**src/hdl/pst_pkg.sv**
```systemverilog
// Constants shared by the sparse I/O and configuration address translator
package pst_pkg;

  // ****************************************************************
  // Host address windows
  // ****************************************************************
  localparam int HOST_ADDR_W = 34;
  localparam int WIN_HI = 33;
  localparam int WIN_LO = 29;
  localparam logic [4:0] WIN_SPARSE_IO = 5'h0e;
  localparam logic [4:0] WIN_CONFIG = 5'h0f;

  // ****************************************************************
  // Host address fields
  // ****************************************************************
  localparam int EXT_SEL_HI = 28;
  localparam int EXT_SEL_LO = 23;
  localparam int QW_HI = 28;
  localparam int QW_LO = 8;
  localparam int ODD_LW_BIT = 7;
  localparam int LANE_HI = 6;
  localparam int LANE_LO = 5;
  localparam int LEN_HI = 4;
  localparam int LEN_LO = 3;
  localparam int BUS_HI = 28;
  localparam int BUS_LO = 21;
  localparam int DEV_HI = 20;
  localparam int DEV_LO = 16;
  localparam int FUNC_HI = 15;
  localparam int FUNC_LO = 13;
  localparam int REG_HI = 12;
  localparam int REG_LO = 7;

  // ****************************************************************
  // PCI commands
  // ****************************************************************
  localparam logic [3:0] CMD_IO_RD = 4'h2;
  localparam logic [3:0] CMD_IO_WR = 4'h3;
  localparam logic [3:0] CMD_CFG_RD = 4'ha;
  localparam logic [3:0] CMD_CFG_WR = 4'hb;

  // ****************************************************************
  // Length and lane codes, byte enables
  // ****************************************************************
  localparam logic [1:0] LEN_BYTE = 2'h0;
  localparam logic [1:0] LEN_WORD = 2'h1;
  localparam logic [1:0] LEN_TRI = 2'h2;
  localparam logic [1:0] LEN_LONG = 2'h3;
  localparam logic [1:0] LANE_QUAD = 2'h3;
  localparam logic [3:0] BE_ALL = 4'h0;
  localparam logic [3:0] BE_NONE = 4'hf;

  // ****************************************************************
  // Extension register, configuration target
  // ****************************************************************
  localparam logic [7:0] FIXED_ZERO_EXT = 8'h00;
  localparam logic [7:0] EXT_RESET = 8'h00;
  localparam logic [1:0] BUS_PRIMARY = 2'h0;
  localparam logic [1:0] BUS_SECONDARY = 2'h1;
  localparam logic [4:0] IDSEL_DEVICES = 5'h15;

  // ****************************************************************
  // Timing
  // ****************************************************************
  localparam logic [3:0] ADDR_HOLD_CYCLES = 4'h2;

endpackage : pst_pkg

```
**src/hdl/pst_lane_dec.sv**
```systemverilog
// Byte enable and low address decoder for sparse accesses
`timescale 1ns/1ns
module pst_lane_dec (
  input wire logic [1:0] lane,
  input wire logic [1:0] len,
  input wire logic addr7,
  output logic [3:0] be_n,
  output logic [2:0] ad_lo
);

  always_comb begin
    ad_lo = {addr7, lane};
    be_n = pst_pkg::BE_NONE;
    unique case (len)
      pst_pkg::LEN_BYTE: begin
        be_n = ~(4'h1 << lane);
      end
      pst_pkg::LEN_WORD: begin
        if (lane != 2'h3) begin
          be_n = ~(4'h3 << lane);
        end
      end
      pst_pkg::LEN_TRI: begin
        if (lane[1] == 1'b0) begin
          be_n = ~(4'h7 << lane);
        end
      end
      pst_pkg::LEN_LONG: begin
        if (lane == 2'h0) begin
          be_n = pst_pkg::BE_ALL;
        end else if (lane == pst_pkg::LANE_QUAD) begin
          be_n = pst_pkg::BE_ALL;
          ad_lo = 3'h0;
        end
      end
    endcase
  end

endmodule : pst_lane_dec

```
**src/hdl/pst_translate.sv**
```systemverilog
// Host to PCI sparse I/O and configuration cycle address translator
`timescale 1ns/1ns
module pst_translate (
  input wire logic clk,
  input wire logic nrst,
  input wire logic host_req,
  input wire logic host_write,
  input wire logic [33:0] host_bus_address,
  input wire logic ext_wr,
  input wire logic [7:0] ext_wdata,
  output logic host_ready_q,
  output logic host_done_q,
  output logic host_miss_q,
  output logic pci_addr_phase_q,
  output logic [3:0] pci_cmd_q,
  output logic [31:0] pci_ad_q,
  output logic [3:0] pci_cbe_n_q,
  output logic [7:0] io_cfg_extension_reg
);

  // ****************************************************************
  // Types and decode helpers
  // ****************************************************************
  typedef enum logic {PST_IDLE, PST_ADDR} pst_state_e;

  function automatic logic [20:0] idsel_decode(input logic [4:0] dev);
    idsel_decode = 21'h0;
    if (dev < pst_pkg::IDSEL_DEVICES) begin
      idsel_decode = 21'h1 << dev;
    end
  endfunction : idsel_decode

  pst_state_e state_q;
  logic [3:0] hold_cnt_q;
  logic [4:0] win;
  logic is_io;
  logic is_cfg;
  logic take;
  logic cfg_primary;
  logic [7:0] io_ext;
  logic [31:0] ad_d;
  logic [3:0] cmd_d;
  logic [3:0] lane_be_n;
  logic [2:0] lane_ad_lo;
  logic [33:0] a;

  assign a = host_bus_address;

  // ****************************************************************
  // Window decode and address composition
  // ****************************************************************
  pst_lane_dec u_lane (
    .lane(a[pst_pkg::LANE_HI:pst_pkg::LANE_LO]),
    .len(a[pst_pkg::LEN_HI:pst_pkg::LEN_LO]),
    .addr7(a[pst_pkg::ODD_LW_BIT]),
    .be_n(lane_be_n),
    .ad_lo(lane_ad_lo)
  );

  always_comb begin
    win = a[pst_pkg::WIN_HI:pst_pkg::WIN_LO];
    is_io = (win == pst_pkg::WIN_SPARSE_IO);
    is_cfg = (win == pst_pkg::WIN_CONFIG);
    take = host_req && host_ready_q;
    cfg_primary = (io_cfg_extension_reg[1:0] == pst_pkg::BUS_PRIMARY);
    if (a[pst_pkg::EXT_SEL_HI:pst_pkg::EXT_SEL_LO] == 6'h00) begin
      io_ext = pst_pkg::FIXED_ZERO_EXT;
    end else begin
      io_ext = io_cfg_extension_reg;
    end
    if (is_io) begin
      ad_d = {io_ext, a[pst_pkg::QW_HI:pst_pkg::QW_LO], lane_ad_lo};
      cmd_d = host_write ? pst_pkg::CMD_IO_WR : pst_pkg::CMD_IO_RD;
    end else if (cfg_primary) begin
      ad_d = {idsel_decode(a[pst_pkg::DEV_HI:pst_pkg::DEV_LO]),
              a[pst_pkg::FUNC_HI:pst_pkg::FUNC_LO], a[pst_pkg::REG_HI:pst_pkg::REG_LO],
              io_cfg_extension_reg[1:0]};
      cmd_d = host_write ? pst_pkg::CMD_CFG_WR : pst_pkg::CMD_CFG_RD;
    end else begin
      // Upper byte is a constant, never the extension register
      ad_d = {8'h00, a[pst_pkg::BUS_HI:pst_pkg::BUS_LO],
              a[pst_pkg::DEV_HI:pst_pkg::DEV_LO], a[pst_pkg::FUNC_HI:pst_pkg::FUNC_LO],
              a[pst_pkg::REG_HI:pst_pkg::REG_LO],
              io_cfg_extension_reg[1:0]};
      cmd_d = host_write ? pst_pkg::CMD_CFG_WR : pst_pkg::CMD_CFG_RD;
    end
  end

  // ****************************************************************
  // Extension register
  // ****************************************************************
  always_ff @(posedge clk) begin
    if (!nrst) begin
      io_cfg_extension_reg <= pst_pkg::EXT_RESET;
    end else if (ext_wr) begin
      io_cfg_extension_reg <= ext_wdata;
    end
  end

  // ****************************************************************
  // Cycle sequencer
  // ****************************************************************
  always_ff @(posedge clk) begin
    if (!nrst) begin
      state_q <= PST_IDLE;
      hold_cnt_q <= 4'h0;
      host_ready_q <= 1'b0;
      host_done_q <= 1'b0;
      host_miss_q <= 1'b0;
      pci_addr_phase_q <= 1'b0;
    end else begin
      host_done_q <= 1'b0;
      host_miss_q <= 1'b0;
      unique case (state_q)
        PST_IDLE: begin
          host_ready_q <= 1'b1;
          if (take && (is_io || is_cfg)) begin
            // Invalid length/lane codes are still run to completion
            state_q <= PST_ADDR;
            host_ready_q <= 1'b0;
            pci_addr_phase_q <= 1'b1;
            hold_cnt_q <= 4'h1;
          end else if (take) begin
            host_miss_q <= 1'b1;
          end
        end
        PST_ADDR: begin
          if (hold_cnt_q == pst_pkg::ADDR_HOLD_CYCLES) begin
            state_q <= PST_IDLE;
            pci_addr_phase_q <= 1'b0;
            host_done_q <= 1'b1;
            host_ready_q <= 1'b1;
          end else begin
            hold_cnt_q <= hold_cnt_q + 4'h1;
          end
        end
      endcase
    end
  end

  // ****************************************************************
  // Address phase registers
  // ****************************************************************
  always_ff @(posedge clk) begin
    if (!nrst) begin
      pci_ad_q <= 32'h0;
      pci_cmd_q <= 4'h0;
      pci_cbe_n_q <= pst_pkg::BE_NONE;
    end else if (state_q == PST_IDLE && take && (is_io || is_cfg)) begin
      pci_ad_q <= ad_d;
      pci_cmd_q <= cmd_d;
      pci_cbe_n_q <= lane_be_n;
    end
  end

  logic acc_io;
  logic acc_cfg;
  assign acc_io = take && is_io && state_q == PST_IDLE;
  assign acc_cfg = take && is_cfg && state_q == PST_IDLE;
endmodule : pst_translate

```
**config.mk**
```make
export PLATFORM = sky130hd
export DESIGN_NAME = pst_translate
export DESIGN_NICKNAME = d
export VERILOG_FILES = /design/src/hdl/pst_pkg.sv /design/src/hdl/pst_lane_dec.sv /design/src/hdl/pst_translate.sv
export SDC_FILE = /design/constraint.sdc
export NUM_CORES = 1
export LEC_CHECK = 0
export BUFFER_PORTS_ARGS = -buffer_cell sky130_fd_sc_hd__buf_2
export CAP_MARGIN = 20
export CORE_MARGIN = 2
export CORE_UTILIZATION = 52
export DETAILED_ROUTE_END_ITERATION = 8
export HOLD_SLACK_MARGIN = 0.1
export PLACE_DENSITY = 0.84
export REMOVE_ABC_BUFFERS = 1
export SETUP_SLACK_MARGIN = 0.3
export SYNTH_ARGS = -nofsm -noshare
export SYNTH_HDL_FRONTEND = slang
export SYNTH_HIERARCHICAL = 1
export SYNTH_SLANG_ARGS = --single-unit
```
**constraint.sdc**
```tcl
create_clock -name clk -period 3.6 [get_ports clk]
set_input_delay 0.72 -clock clk [delete_from_list [all_inputs] [get_ports clk]]
set_output_delay 0.72 -clock clk [all_outputs]
set_load 0.02 [all_outputs]
```
After elaboration in Yosys (flattened, before gate mapping). Cells that the tools add are included.

Bits in registers: 57. Logic and storage cells: 74.

Add/sub/neg operators: 1. Order comparisons: 1. Equality and inequality tests: 11. Shift operators: 4. Multiplexer cells: 29. Bitwise gates (word level): 5. Reduce and logical (&&, ||, !) cells: 13.

Operators by type and width (number): 32-bit two-way mux (2); 4-bit two-way mux (7); 21-bit two-way mux (1); 1-bit by 5-bit << shifter with 21-bit output (first input constant) (1); 4-bit one-hot mux with 4 select lines (1); 4-bit inverter (3); 5-bit by 4-bit == test with 1-bit output (second input constant) (2); 1-bit two-way mux (10); 3-bit two-way mux (3); 8-bit two-way mux (1); 4-bit one-hot mux with 2 select lines (1); 2-bit == test (second input constant) (3); 2-bit logical NOT (3); 6-bit logical NOT (1); 2-bit inequality test (second input constant) (3); 1-bit one-hot mux with 2 select lines (3); 2-bit AND reduction (3); 5-bit less-than comparator (second input constant) (1); 4-bit by 1-bit adder with 4-bit output (second input constant) (1); 4-bit by 2-bit == test with 1-bit output (second input constant) (1); 1-bit logical AND (4); 1-bit by 2-bit << shifter with 4-bit output (first input constant) (1); 2-bit by 2-bit << shifter with 4-bit output (first input constant) (1); 3-bit by 2-bit << shifter with 4-bit output (first input constant) (1); other kinds (5) (6).

Depth between registers and ports, before layout. Gate-level depths: netlist of the first run.

Depth after elaboration: 5. Gate-level depth with buffers: 6. Gate-level depth less buffers: 6.

Modules after synthesis. Netlist of the first run, hierarchy kept.

By module, submodules not included: pst_translate (times used 1, cells each 227, area an instance 2199.6 sq um, seq. area each 1121.1 sq um); pst_lane_dec (times used 1, cells each 35, area an instance 294.0 sq um, seq. area each 0.0 sq um).

Worst setup path after synthesis of the first run. Ideal clock, no wire load.

Path type: input to register. From: input port host_bus_address[16]. To: register pci_ad_q[29]. Arrival: 1782 ps. Slack: 1744 ps. Stages: 4. Buffers on the path: 1. Cell sequence: buf_2 -> or3b_2 -> or3_1 -> a31oi_1.

Cells in the longest elaborated chain, start to end: 4.

RTL lines: from (decl) (RTL line pst_translate.sv:8) `input wire logic [33:0] host_bus_address,`; 5-bit less-than comparator / 1-bit by 5-bit << shifter with 21-bit output (equally long branches) (RTL line pst_translate.sv:28, pst_translate.sv:29); 21-bit two-way mux * (RTL line pst_translate.sv:28) `if (dev < pst_pkg::IDSEL_DEVICES) begin`; 32-bit two-way mux * (RTL line pst_translate.sv:74) `end else if (cfg_primary) begin`; 32-bit two-way mux * (RTL line pst_translate.sv:71) `if (is_io) begin`; to (signal assigned) (RTL line pst_translate.sv:146) `pci_ad_q <= 32'h0;`; to (signal assigned) (RTL line pst_translate.sv:150) `pci_ad_q <= ad_d;`; to (decl) (RTL line pst_translate.sv:16) `output logic [31:0] pci_ad_q,`.

Mark *: on every way between the ends. The rest lies on a longest branch, timed or not. A chain may end at the register's enable or synchronous reset.

Worst setup path in the final report of the first run.
From: input port host_bus_address[33]. To: register pci_ad_q[1].

Cells in the longest elaborated chain, start to end: 3.

RTL lines: 5-bit by 4-bit == test with 1-bit output, on equally long branches (RTL line pst_translate.sv:62, pst_translate.sv:63); 1-bit logical OR (RTL line pst_translate.sv:149) `end else if (state_q == PST_IDLE && take && (is_io || is_cfg)) begin`; 1-bit logical AND (RTL line pst_translate.sv:149).

Parallel ways exist; a longest one is shown, timed or not.

==> impl_metrics.toml, run 1 <==
[clocking]
cts.sinks = 56
post_cts_resized = 0
cts-root-buf = "clkbuf_8"
cts_buffer_depth = 2
htree_levels = 2
clk_pin_slew_worst_paths_ps = 100
post_cts_buffers = 0
holdBufCountCts = 0
clk_latency_ps = 310
cts_buffers = 5
cts_tree = "built"

[timing]
period_needed_ps = 2035
relSlewSlack = 0.4325
finalHoldViolCount = 0
fin_crit_sh = 0.5652
rsz0062_at_grt = "false"
setup_viol = 0
skew_ps = 8.242
timing.fmax_ghz = 0.4915
worst_pin_slew_ps = 847.5
slew_viol_final = 0
fin_setup_tns_ps = 0

[outcome]
outcome = "finished clean"

[critical_path]
critPathTopFamily = "simple AND/OR/NAND/NOR gates"
r2r_cells = 6
regToRegSetupSlack_ps = 1780
path_cells = "buf_2 -> nand4b_2 -> nor2_1 -> mux2i_1 -> a21oi_1"
startpoint_type = "input pin"
crit_fanout = 12
path_buf_inv = 1
crit_slowest_cell = "nor2_1"
max_stage_delay_ps = 710
r2r-start = "hold_cnt_q[0]"
endpoint_kind = "register"
crit_arrival_ps = 2210
worst-path-stages = 5
r2r_end = "hold_cnt_q[2]"
required_ps = 3770
critPathKind = "input pin to register"

[grt]
grt_start_max_net_pins = 26
gr-total-overflow = 0
grt_usage = 0.2195
antenna_found_initial = 0
grt_pass1_vias = 2056
grt_pass1_wl_mm = 9.384

[layout]
largest_reg_flops = 32
nets = 405
regArea_um2 = 1121
n_fill_cell = 403
drive_gt1_frac = 0.3371
areaGrowthSynthToFinish_pct = 22.88
n_antenna_cell = 0
final_util = 0.6575
final_cells = 404
multi_input_area_um2 = 1260

[logic_synthesis]
synth.largest_area_cell = "dfxtp_1"
yosys-top-cells-count = "56 x dfxtp_1, 32 x o21ai_0, 25 x nor2_1"
synth_edf_count = 0
yosysMostFrequentCell = "dfxtp_1"
synth.top_cell.area_share = 0.4496
ys_seq_area_frac = 0.4496
ys_ff_latch = 56
synth_cell_types = 46
netlist_instances = 262
async_flop_share = 0
synth.cell_area_um2 = 2494
synth_area_leaders = "dfxtp_1 45%, o21ai_0 6.4%, a22oi_1 4.8%, ha_1 4.5%, mux2i_1 4.4%"
yosysWarningCount = 6
synth_area_per_cell_um2 = 9.518
synthFlopType = "dfxtp_1"

[routing]
route.detailed.drc = 0
vias_per_cell = 5.772
drt_iter0_markers = 185
vias = 2332
drtAntennaViolNets = 0
drt-total-wl_mm = 5.995
post_drt_wl_per_cell_um = 14.84
dr.pass1.iters = 5

[die]
io_pins = 99
die_area_um2 = 5366
std_cell_rows = 25
die_x_um = 73.25
initial_core_util = 0.5350
dieHeight_um = 73.25
core_area_um2 = 4661

[pwr]
power_mw = 1.177
ir_drop_uv = 245.7
cellLeakagePower_nw = 1.375
power_density_nw_per_um2 = 384.1

[worst_hold_path]
min_to = "pci_addr_phase_q"
hold-path-cell-count = 2
hp-start = "pci_addr_phase_q"
hp-class = "register to register"

[placed_design]
placed_cells = 396
gp_congestion = 0.8415
dp_hpwl_mm = 4.464
io_buffers = 94

[run]
cap_violations = 0
==> through the flow <==
stage | hold WS [ps] | worst slack [ps] | cell area (um2)
4_1_cts | 465.5 | 1538 | 3064
2_1_floorplan | 457.7 | 1642 | 2411
6_report | 459.5 | 1565 | 3064
5_1_grt | 501.6 | 1410 | 3064
3_3_place_gp | 444.4 | 1232 | 2957
3_5_place_dp | 451.9 | 1193 | 2957
==> cell families after synthesis <==
kind of cell / Yosys count / share of synthesized area
simple gates: 76 / 0.1806
other cells: 1 / 0.001504
compound gates: 83 / 0.2203
buf+inv: 23 / 0.04515
fa+ha+maj: 9 / 0.04516
flops: 56 / 0.4496
mux: 14 / 0.05770
==> final cells by class <==
type	instances	share of cell area
Clock buffer	6	0.02368
Tap cell	54	0.02205
Clock inverter	2	0.01143
Timing Repair Buffer	95	0.1560
Inverter	8	0.009800
Multi-Input combinational cell	183	0.4112
Sequential cell	56	0.3659
==> report_power, final <==
part | leakage (nW) | total (mW) | internal [mW] | switching (mW)
logic | 0.866 | 0.130 | 0.0532 | 0.0766
registers | 0.454 | 0.639 | 0.630 | 0.00897
clock network | 0.0552 | 0.409 | 0.207 | 0.202
total | 1.38 | 1.18 | 0.890 | 0.287
==> how the worst max path moves through the flow <==
stage,slack [ps],to,start
6_report,1570,pci_ad_q[1],host_bus_address[33]
3_3_place_gp,1230,pci_ad_q[1],host_bus_address[33]
4_1_cts,1540,pci_ad_q[1],host_bus_address[33]
2_1_floorplan,1640,pci_ad_q[0],host_bus_address[33]
3_5_place_dp,1190,pci_ad_q[2],host_bus_address[33]
5_1_grt,1410,pci_ad_q[0],host_bus_address[33]
==> worst register-to-register path, cell delays in order, from the launching register on <==
cell and delay [ps]:
dfxtp_1 330, inv_1 100, ha_1 150, nor3b_1 550
a2bb2oi_2 330, or3_1 160, a21oi_1 60
==> cell usage in the layout (no fill, tap or decap), types with 11 or more instances in the layout <==
| cell | Yosys | final |
|---|---|---|
| buf_2 | 9 | 94 |
| nor2_1 | 25 | 25 |
| o21ai_0 | 32 | 32 |
| dfxtp_1 | 56 | 56 |
| nand3_1 | 12 | 12 |
| mux2i_1 | 11 | 11 |
| a22oi_1 | 16 | 16 |
==> routing by layer <==
layer	up-vias	global-route usage	wire [um]	share of wire
li1	1132	-	-	-
met1	1115	0.2796	2545	0.42
met2	74	0.3654	3005	0.50
met3	11	0.05213	331	0.055
met4	0	0.07202	112	0.019
met5	-	0	0	0
No activity file was read; power rests on OpenSTA's default activity.
==> run 2: changes to the inputs <==
--- a/config.mk
+++ b/config.mk
@@ -5,13 +5,14 @@
 export SDC_FILE = /design/constraint.sdc
 export NUM_CORES = 1
 export LEC_CHECK = 0
+export ABC_AREA = 1
 export BUFFER_PORTS_ARGS = -buffer_cell sky130_fd_sc_hd__buf_2
 export CAP_MARGIN = 20
 export CORE_MARGIN = 2
-export CORE_UTILIZATION = 52
+export CORE_UTILIZATION = 50
 export DETAILED_ROUTE_END_ITERATION = 8
 export HOLD_SLACK_MARGIN = 0.1
-export PLACE_DENSITY = 0.84
+export PLACE_DENSITY = 0.79
 export REMOVE_ABC_BUFFERS = 1
 export SETUP_SLACK_MARGIN = 0.3
 export SYNTH_ARGS = -nofsm -noshare
==> constraint.sdc (replaced) <==
create_clock -name clk -period 1.9 [get_ports clk]
set_input_delay 0.38 -clock clk [delete_from_list [all_inputs] [get_ports clk]]
set_output_delay 0.38 -clock clk [all_outputs]
set_load 0.02 [all_outputs]
==> impl_metrics.toml, run 2 <==
[layout]
multi_input_area_um2 = 1400
largest_reg_flops = 32
n_antenna_cell = 0
final_cell_mix = "134 x nand2_1, 94 x buf_2, 56 x dfxtp_1, 45 x nor2_1, 42 x inv_1"
final_area_um2 = 3407
final_cells = 572
regArea_um2 = 1121
nets = 555
areaGrowthSynthToFinish_pct = 22.55
n_fill_cell = 511
drive_gt1_frac = 0.2520
final_common_cell = "nand2_1"

[placed_design]
gp_congestion = 0.8689
io_buffers = 94
dp_hpwl_mm = 4.761
placed_cells = 563
place_ws_ps = 277.7
placed_area_um2 = 3282

[logic_synthesis]
yosysMostFrequentCell = "nand2_1"
synthFlopType = "dfxtp_1"
synth.largest_area_cell = "dfxtp_1"
ys_ff_latch = 56
yosys-top-cells-count = "134 x nand2_1, 56 x dfxtp_1, 45 x nor2_1"
yosysWarningCount = 6
netlist_instances = 406
async_flop_share = 0
synth.cell_area_um2 = 2780
synth.top_cell.area_share = 0.4032
synth_area_leaders = "dfxtp_1 40%, nand2_1 18%, nand3_1 6.8%, nor2_1 6.1%, inv_1 5.7%"
ys_seq_area_frac = 0.4032
synth_edf_count = 0
synth_area_per_cell_um2 = 6.848
synth_cell_types = 30

[clocking]
cts_buffers = 5
cts_tree = "built"
clk_pin_slew_worst_paths_ps = 100
clk_latency_ps = 310
cts-root-buf = "clkbuf_8"
htree_levels = 2
cts.sinks = 56
post_cts_buffers = 0
cts_buffer_depth = 2

[timing]
finalHoldViolCount = 0
fin_setup_tns_ps = 0
setup_viol = 0
fin_crit_sh = 0.7495
period_needed_ps = 1424
rsz0062_at_grt = "false"
skew_ps = 5.820
setup_ws_ps = 476.0
slew_viol_final = 0
timing.fmax_ghz = 0.7022

[grt]
grt_start_max_net_pins = 28
gr-total-overflow = 0
antenna_found_initial = 0
grt_pass1_wl_mm = 10.63
grt_usage = 0.2154
grt_pass1_vias = 2473

[worst_hold_path]
hp-class = "input pin to register"
min_to = "pci_ad_q[4]"
hp-start = "host_bus_address[9]"
hold-path-cell-count = 3

[critical_path]
r2r_end = "pci_ad_q[22]"
endpoint_kind = "register"
startpoint_type = "register"
required_ps = 2150
regToRegSetupSlack_ps = 480
r2r_cells = 7
critPathKind = "register to register"
r2r-start = "host_ready_q"
crit_fanout = 22
crit_arrival_ps = 1680

[die]
core_area_um2 = 5439
std_cell_rows = 27
die_area_um2 = 6172
die_x_um = 78.57
io_pins = 99
initial_core_util = 0.5112
dieHeight_um = 78.57

[routing]
drt_iter0_markers = 143
drt-total-wl_mm = 6.398
vias = 2754
dr.pass1.iters = 4
route.detailed.drc = 0
post_drt_wl_per_cell_um = 11.19
drtAntennaViolNets = 0
vias_per_cell = 4.815

[pwr]
cellLeakagePower_nw = 1.871
power_density_nw_per_um2 = 676.1
ir_drop_uv = 452.8

[run]
cap_violations = 0

[outcome]
outcome = "finished clean"
## run 2: cell types whose count changed after synthesis, sizes merged, moves of 4 or more
| cell | previous run | this run |
|---|---|---|
| nor3b | 4 | 0 |
| a22o | 9 | 0 |
| a31oi | 4 | 0 |
| or3 | 6 | 0 |
| nand3b | 4 | 0 |
| inv | 7 | 48 |
| o21ai | 33 | 25 |
| mux2i | 11 | 0 |
| nand3 | 12 | 38 |
| o211ai | 0 | 5 |
| nand2 | 9 | 138 |
| a22oi | 16 | 0 |
| nor2 | 26 | 52 |
## run 2: kinds of logic after synthesis
group,after synthesis,share of synthesized area
compound gates,43,0.09271
fa+ha+maj,9,0.04050
buf+inv,61,0.09631
flops,56,0.4032
other cells,1,0.001349
simple gates,236,0.3659
## run 2: final cells by class
class                   instances  share of cell area
inverters                      49             0.05472
repair buffers                 97              0.1447
well taps                      72             0.02644
multi-input cells             290              0.4109
clock buffers                   5             0.02020
flip-flops and latches         56              0.3291
clock inverters                 3             0.01396
## run 2: worst max-delay path by stage
stage,start,end,slack [ps],depth (start not counted)
4_1_cts,io_cfg_extension_reg[0],pci_ad_q[21],380,7
2_1_floorplan,host_ready_q,pci_cbe_n_q[0],440,6
5_1_grt,host_ready_q,pci_ad_q[16],310,7
3_3_place_gp,host_bus_address[32],pci_ad_q[23],310,7
3_5_place_dp,host_bus_address[32],pci_ad_q[21],280,8
6_report,host_ready_q,pci_ad_q[22],480,7
## run 2: metrics by stage
stage                     hold slack (ps)  power, mW    util
after global placement              423.2      1.534  0.6034
final                               255.2      2.304  0.6264
after floorplan                     466.4      1.415       -
after CTS                           246.8      2.324  0.6248
after detailed placement            426.8      1.540  0.6034
after global routing                250.9      2.412  0.6264
## run 2: critical path, stage by stage, from the launching register on
cell	delay, ps
dfxtp_1	360
nand2_1	80
nor2_2	130
nand2_4	160
nor2_8	160
buf_4	270
nand2_1	90
o21ai_1	110
## run 2: repair_timing
action                     in CTS  in global routing
hold buffers                    0                  0
setup endpoints to repair       0                 10
gates resized for setup         0                  0
## run 2: power breakdown
group	internal, mW	total (mW)	switching, mW
Sequential	1.19	1.21	0.0163
Clock	0.397	0.786	0.389
Combinational	0.107	0.307	0.200
## run 2: per-layer routing
layer | routed length [um] | GRT usage
met2 | 2950 | 0.3650
met4 | 151 | 0.1000
met3 | 398 | 0.04138
met1 | 2898 | 0.2628
met5 | 0 | 0
==> run 3: changes to the inputs <==
==> constraint.sdc (replaced) <==
create_clock -name clk -period 1.4 [get_ports clk]
set_input_delay 0.28 -clock clk [delete_from_list [all_inputs] [get_ports clk]]
set_output_delay 0.28 -clock clk [all_outputs]
set_load 0.02 [all_outputs]
==> impl_metrics.toml, run 3 (synthesis gave the netlist of run 2 again) <==
[outcome]
outcome = "finished clean"

[die]
die_area_um2 = 6172
die_x_um = 78.57
dieHeight_um = 78.57
io_pins = 99
core_area_um2 = 5439
std_cell_rows = 27
initial_core_util = 0.5112

[placed_design]
io_buffers = 94
place_ws_ps = -10.92
placed_area_um2 = 3382
dp_hpwl_mm = 5.110
gp_congestion = 0.8720

[timing]
timing.fmax_ghz = 0.7587
finalHoldViolCount = 0
setup_viol = 0
setup_ws_ps = 81.95
fin_crit_sh = 0.9415
skew_ps = 13.96
rsz0062_at_grt = "true"
period_needed_ps = 1318
slew_viol_final = 0

[pwr]
combPwrFrac = 0.173
power_mw = 3.133
pwr-share-clk = 0.301
power_switching_share = 0.2902
power.internal_mw = 2.223
power_density_nw_per_um2 = 765.2
cellLeakagePower_nw = 2.081
power_frac_seq = 0.526
p_sw_mw = 0.9090
ir_drop_uv = 606.6

[critical_path]
r2r_end = "pci_ad_q[25]"
crit_arrival_ps = 1590
required_ps = 1680
crit_slowest_cell = "dfxtp_2"
regToRegSetupSlack_ps = 80
critPathKind = "register to register"
endpoint_kind = "register"
r2r_cells = 9
crit_fanout = 7
path_cells = "nand2_2 -> nor2_4 -> nand2_4 -> buf_12 -> nor2_4 -> nand2_1 -> nand3_1 -> nand2_1 -> inv_1"
startpoint_type = "register"
r2r-start = "host_ready_q"
max_stage_delay_ps = 370

[clocking]
cts_buffers = 5
htree_levels = 2
cts_buffer_depth = 2
cts-root-buf = "clkbuf_8"
clk_pin_slew_worst_paths_ps = 110
cts_tree = "built"
clk_latency_ps = 320
cts.sinks = 56

[grt]
grt_pass1_wl_mm = 12.34
grt_usage = 0.2486
gr-total-overflow = 0
grt_pass1_vias = 2829
antenna_found_initial = 0
grt_start_max_net_pins = 28

[routing]
drt-total-wl_mm = 8.111
route.detailed.drc = 0
post_drt_wl_per_cell_um = 13.59
vias = 2990
dr.pass1.iters = 6
drt_iter0_markers = 199
vias_per_cell = 5.008
drtAntennaViolNets = 0

[layout]
largest_reg_flops = 32
final_area_um2 = 4094
n_fill_cell = 405
final_cell_mix = "131 x nand2_1, 47 x dfxtp_2, 44 x nor2_1, 43 x buf_2, 41 x buf_4"
areaGrowthSynthToFinish_pct = 47.25
final_common_cell = "nand2_1"
n_antenna_cell = 0
drive_gt1_frac = 0.4114
nets = 580

[worst_hold_path]
min_to = "pci_ad_q[4]"
hp-start = "host_bus_address[9]"
hold-path-cell-count = 3
hp-class = "input pin to register"

[run]
cap_violations = 0
run 3: worst max-delay path: cells and delay by family, from the launching register on:
family	cells	cell delay (ps)
flops	1	370
buf+inv	2	210
simple gates	7	680
run 3: metal layers:
layer,track usage,up-vias,share of wire
li1,-,1509,-
met1,0.2928,1364,0.41
met2,0.4504,104,0.51
met3,0.05517,13,0.061
met4,0.07018,0,0.016
met5,0,-,0
run 3: power groups by stage:
stage / registers (mW) / logic (mW) / clock network (mW)
after floorplan: 1.71 / 0.208 / 0
after global placement: 1.68 / 0.431 / 0
after detailed placement: 1.68 / 0.442 / 0
after CTS: 1.65 / 0.506 / 0.955
after global routing: 1.65 / 0.595 / 1.01
final: 1.65 / 0.541 / 0.944
run 3: area by class of cell:
| type | count | area, um2 | area share |
|---|---|---|---|
| well taps | 72 | 90.09 | 0.02200 |
| repair buffers | 123 | 1020 | 0.2491 |
| flip-flops and latches | 56 | 1187 | 0.2900 |
| clock inverters | 3 | 27.53 | 0.006724 |
| clock buffers | 5 | 68.82 | 0.01681 |
| multi-input cells | 289 | 1494 | 0.3649 |
| inverters | 49 | 206.4 | 0.05043 |
run 3: worst max-delay path by stage:
stage                     endpoint                  from  cells after the start  slack, ps
floorplan           pci_cbe_n_q[0]          host_ready_q                      6        -60
detailed placement    pci_ad_q[21]  host_bus_address[32]                      9        -10
CTS                   pci_ad_q[25]          host_ready_q                      9        160
finish                pci_ad_q[25]          host_ready_q                      9         80
global placement      pci_ad_q[13]  host_bus_address[32]                      9         40
global route          pci_ad_q[25]          host_ready_q                      9         10
run 3: stage by stage:
| step | TNS, ps | cells | utilization | hold WS, ps |
|---|---|---|---|---|
| 3_5_place_dp | -10.92 | 573 | 0.6218 | 426.8 |
| 2_1_floorplan | -234.7 | 394 | - | 377.6 |
| 5_1_grt | 0 | 597 | 0.7527 | 149.7 |
| 3_3_place_gp | 0 | 573 | 0.6218 | 422.3 |
| 4_1_cts | 0 | 593 | 0.7062 | 147.7 |
| 6_report | 0 | 597 | 0.7527 | 147.5 |
run 3: timing repair:
item	4_1_cts	5_1_grt
buffers inserted	12	3
gates cloned	0	1
gates resized for setup	94	72
setup endpoints to repair	84	94
hold buffers	0	0
pin swaps	19	6
hold endpoints to repair	0	0
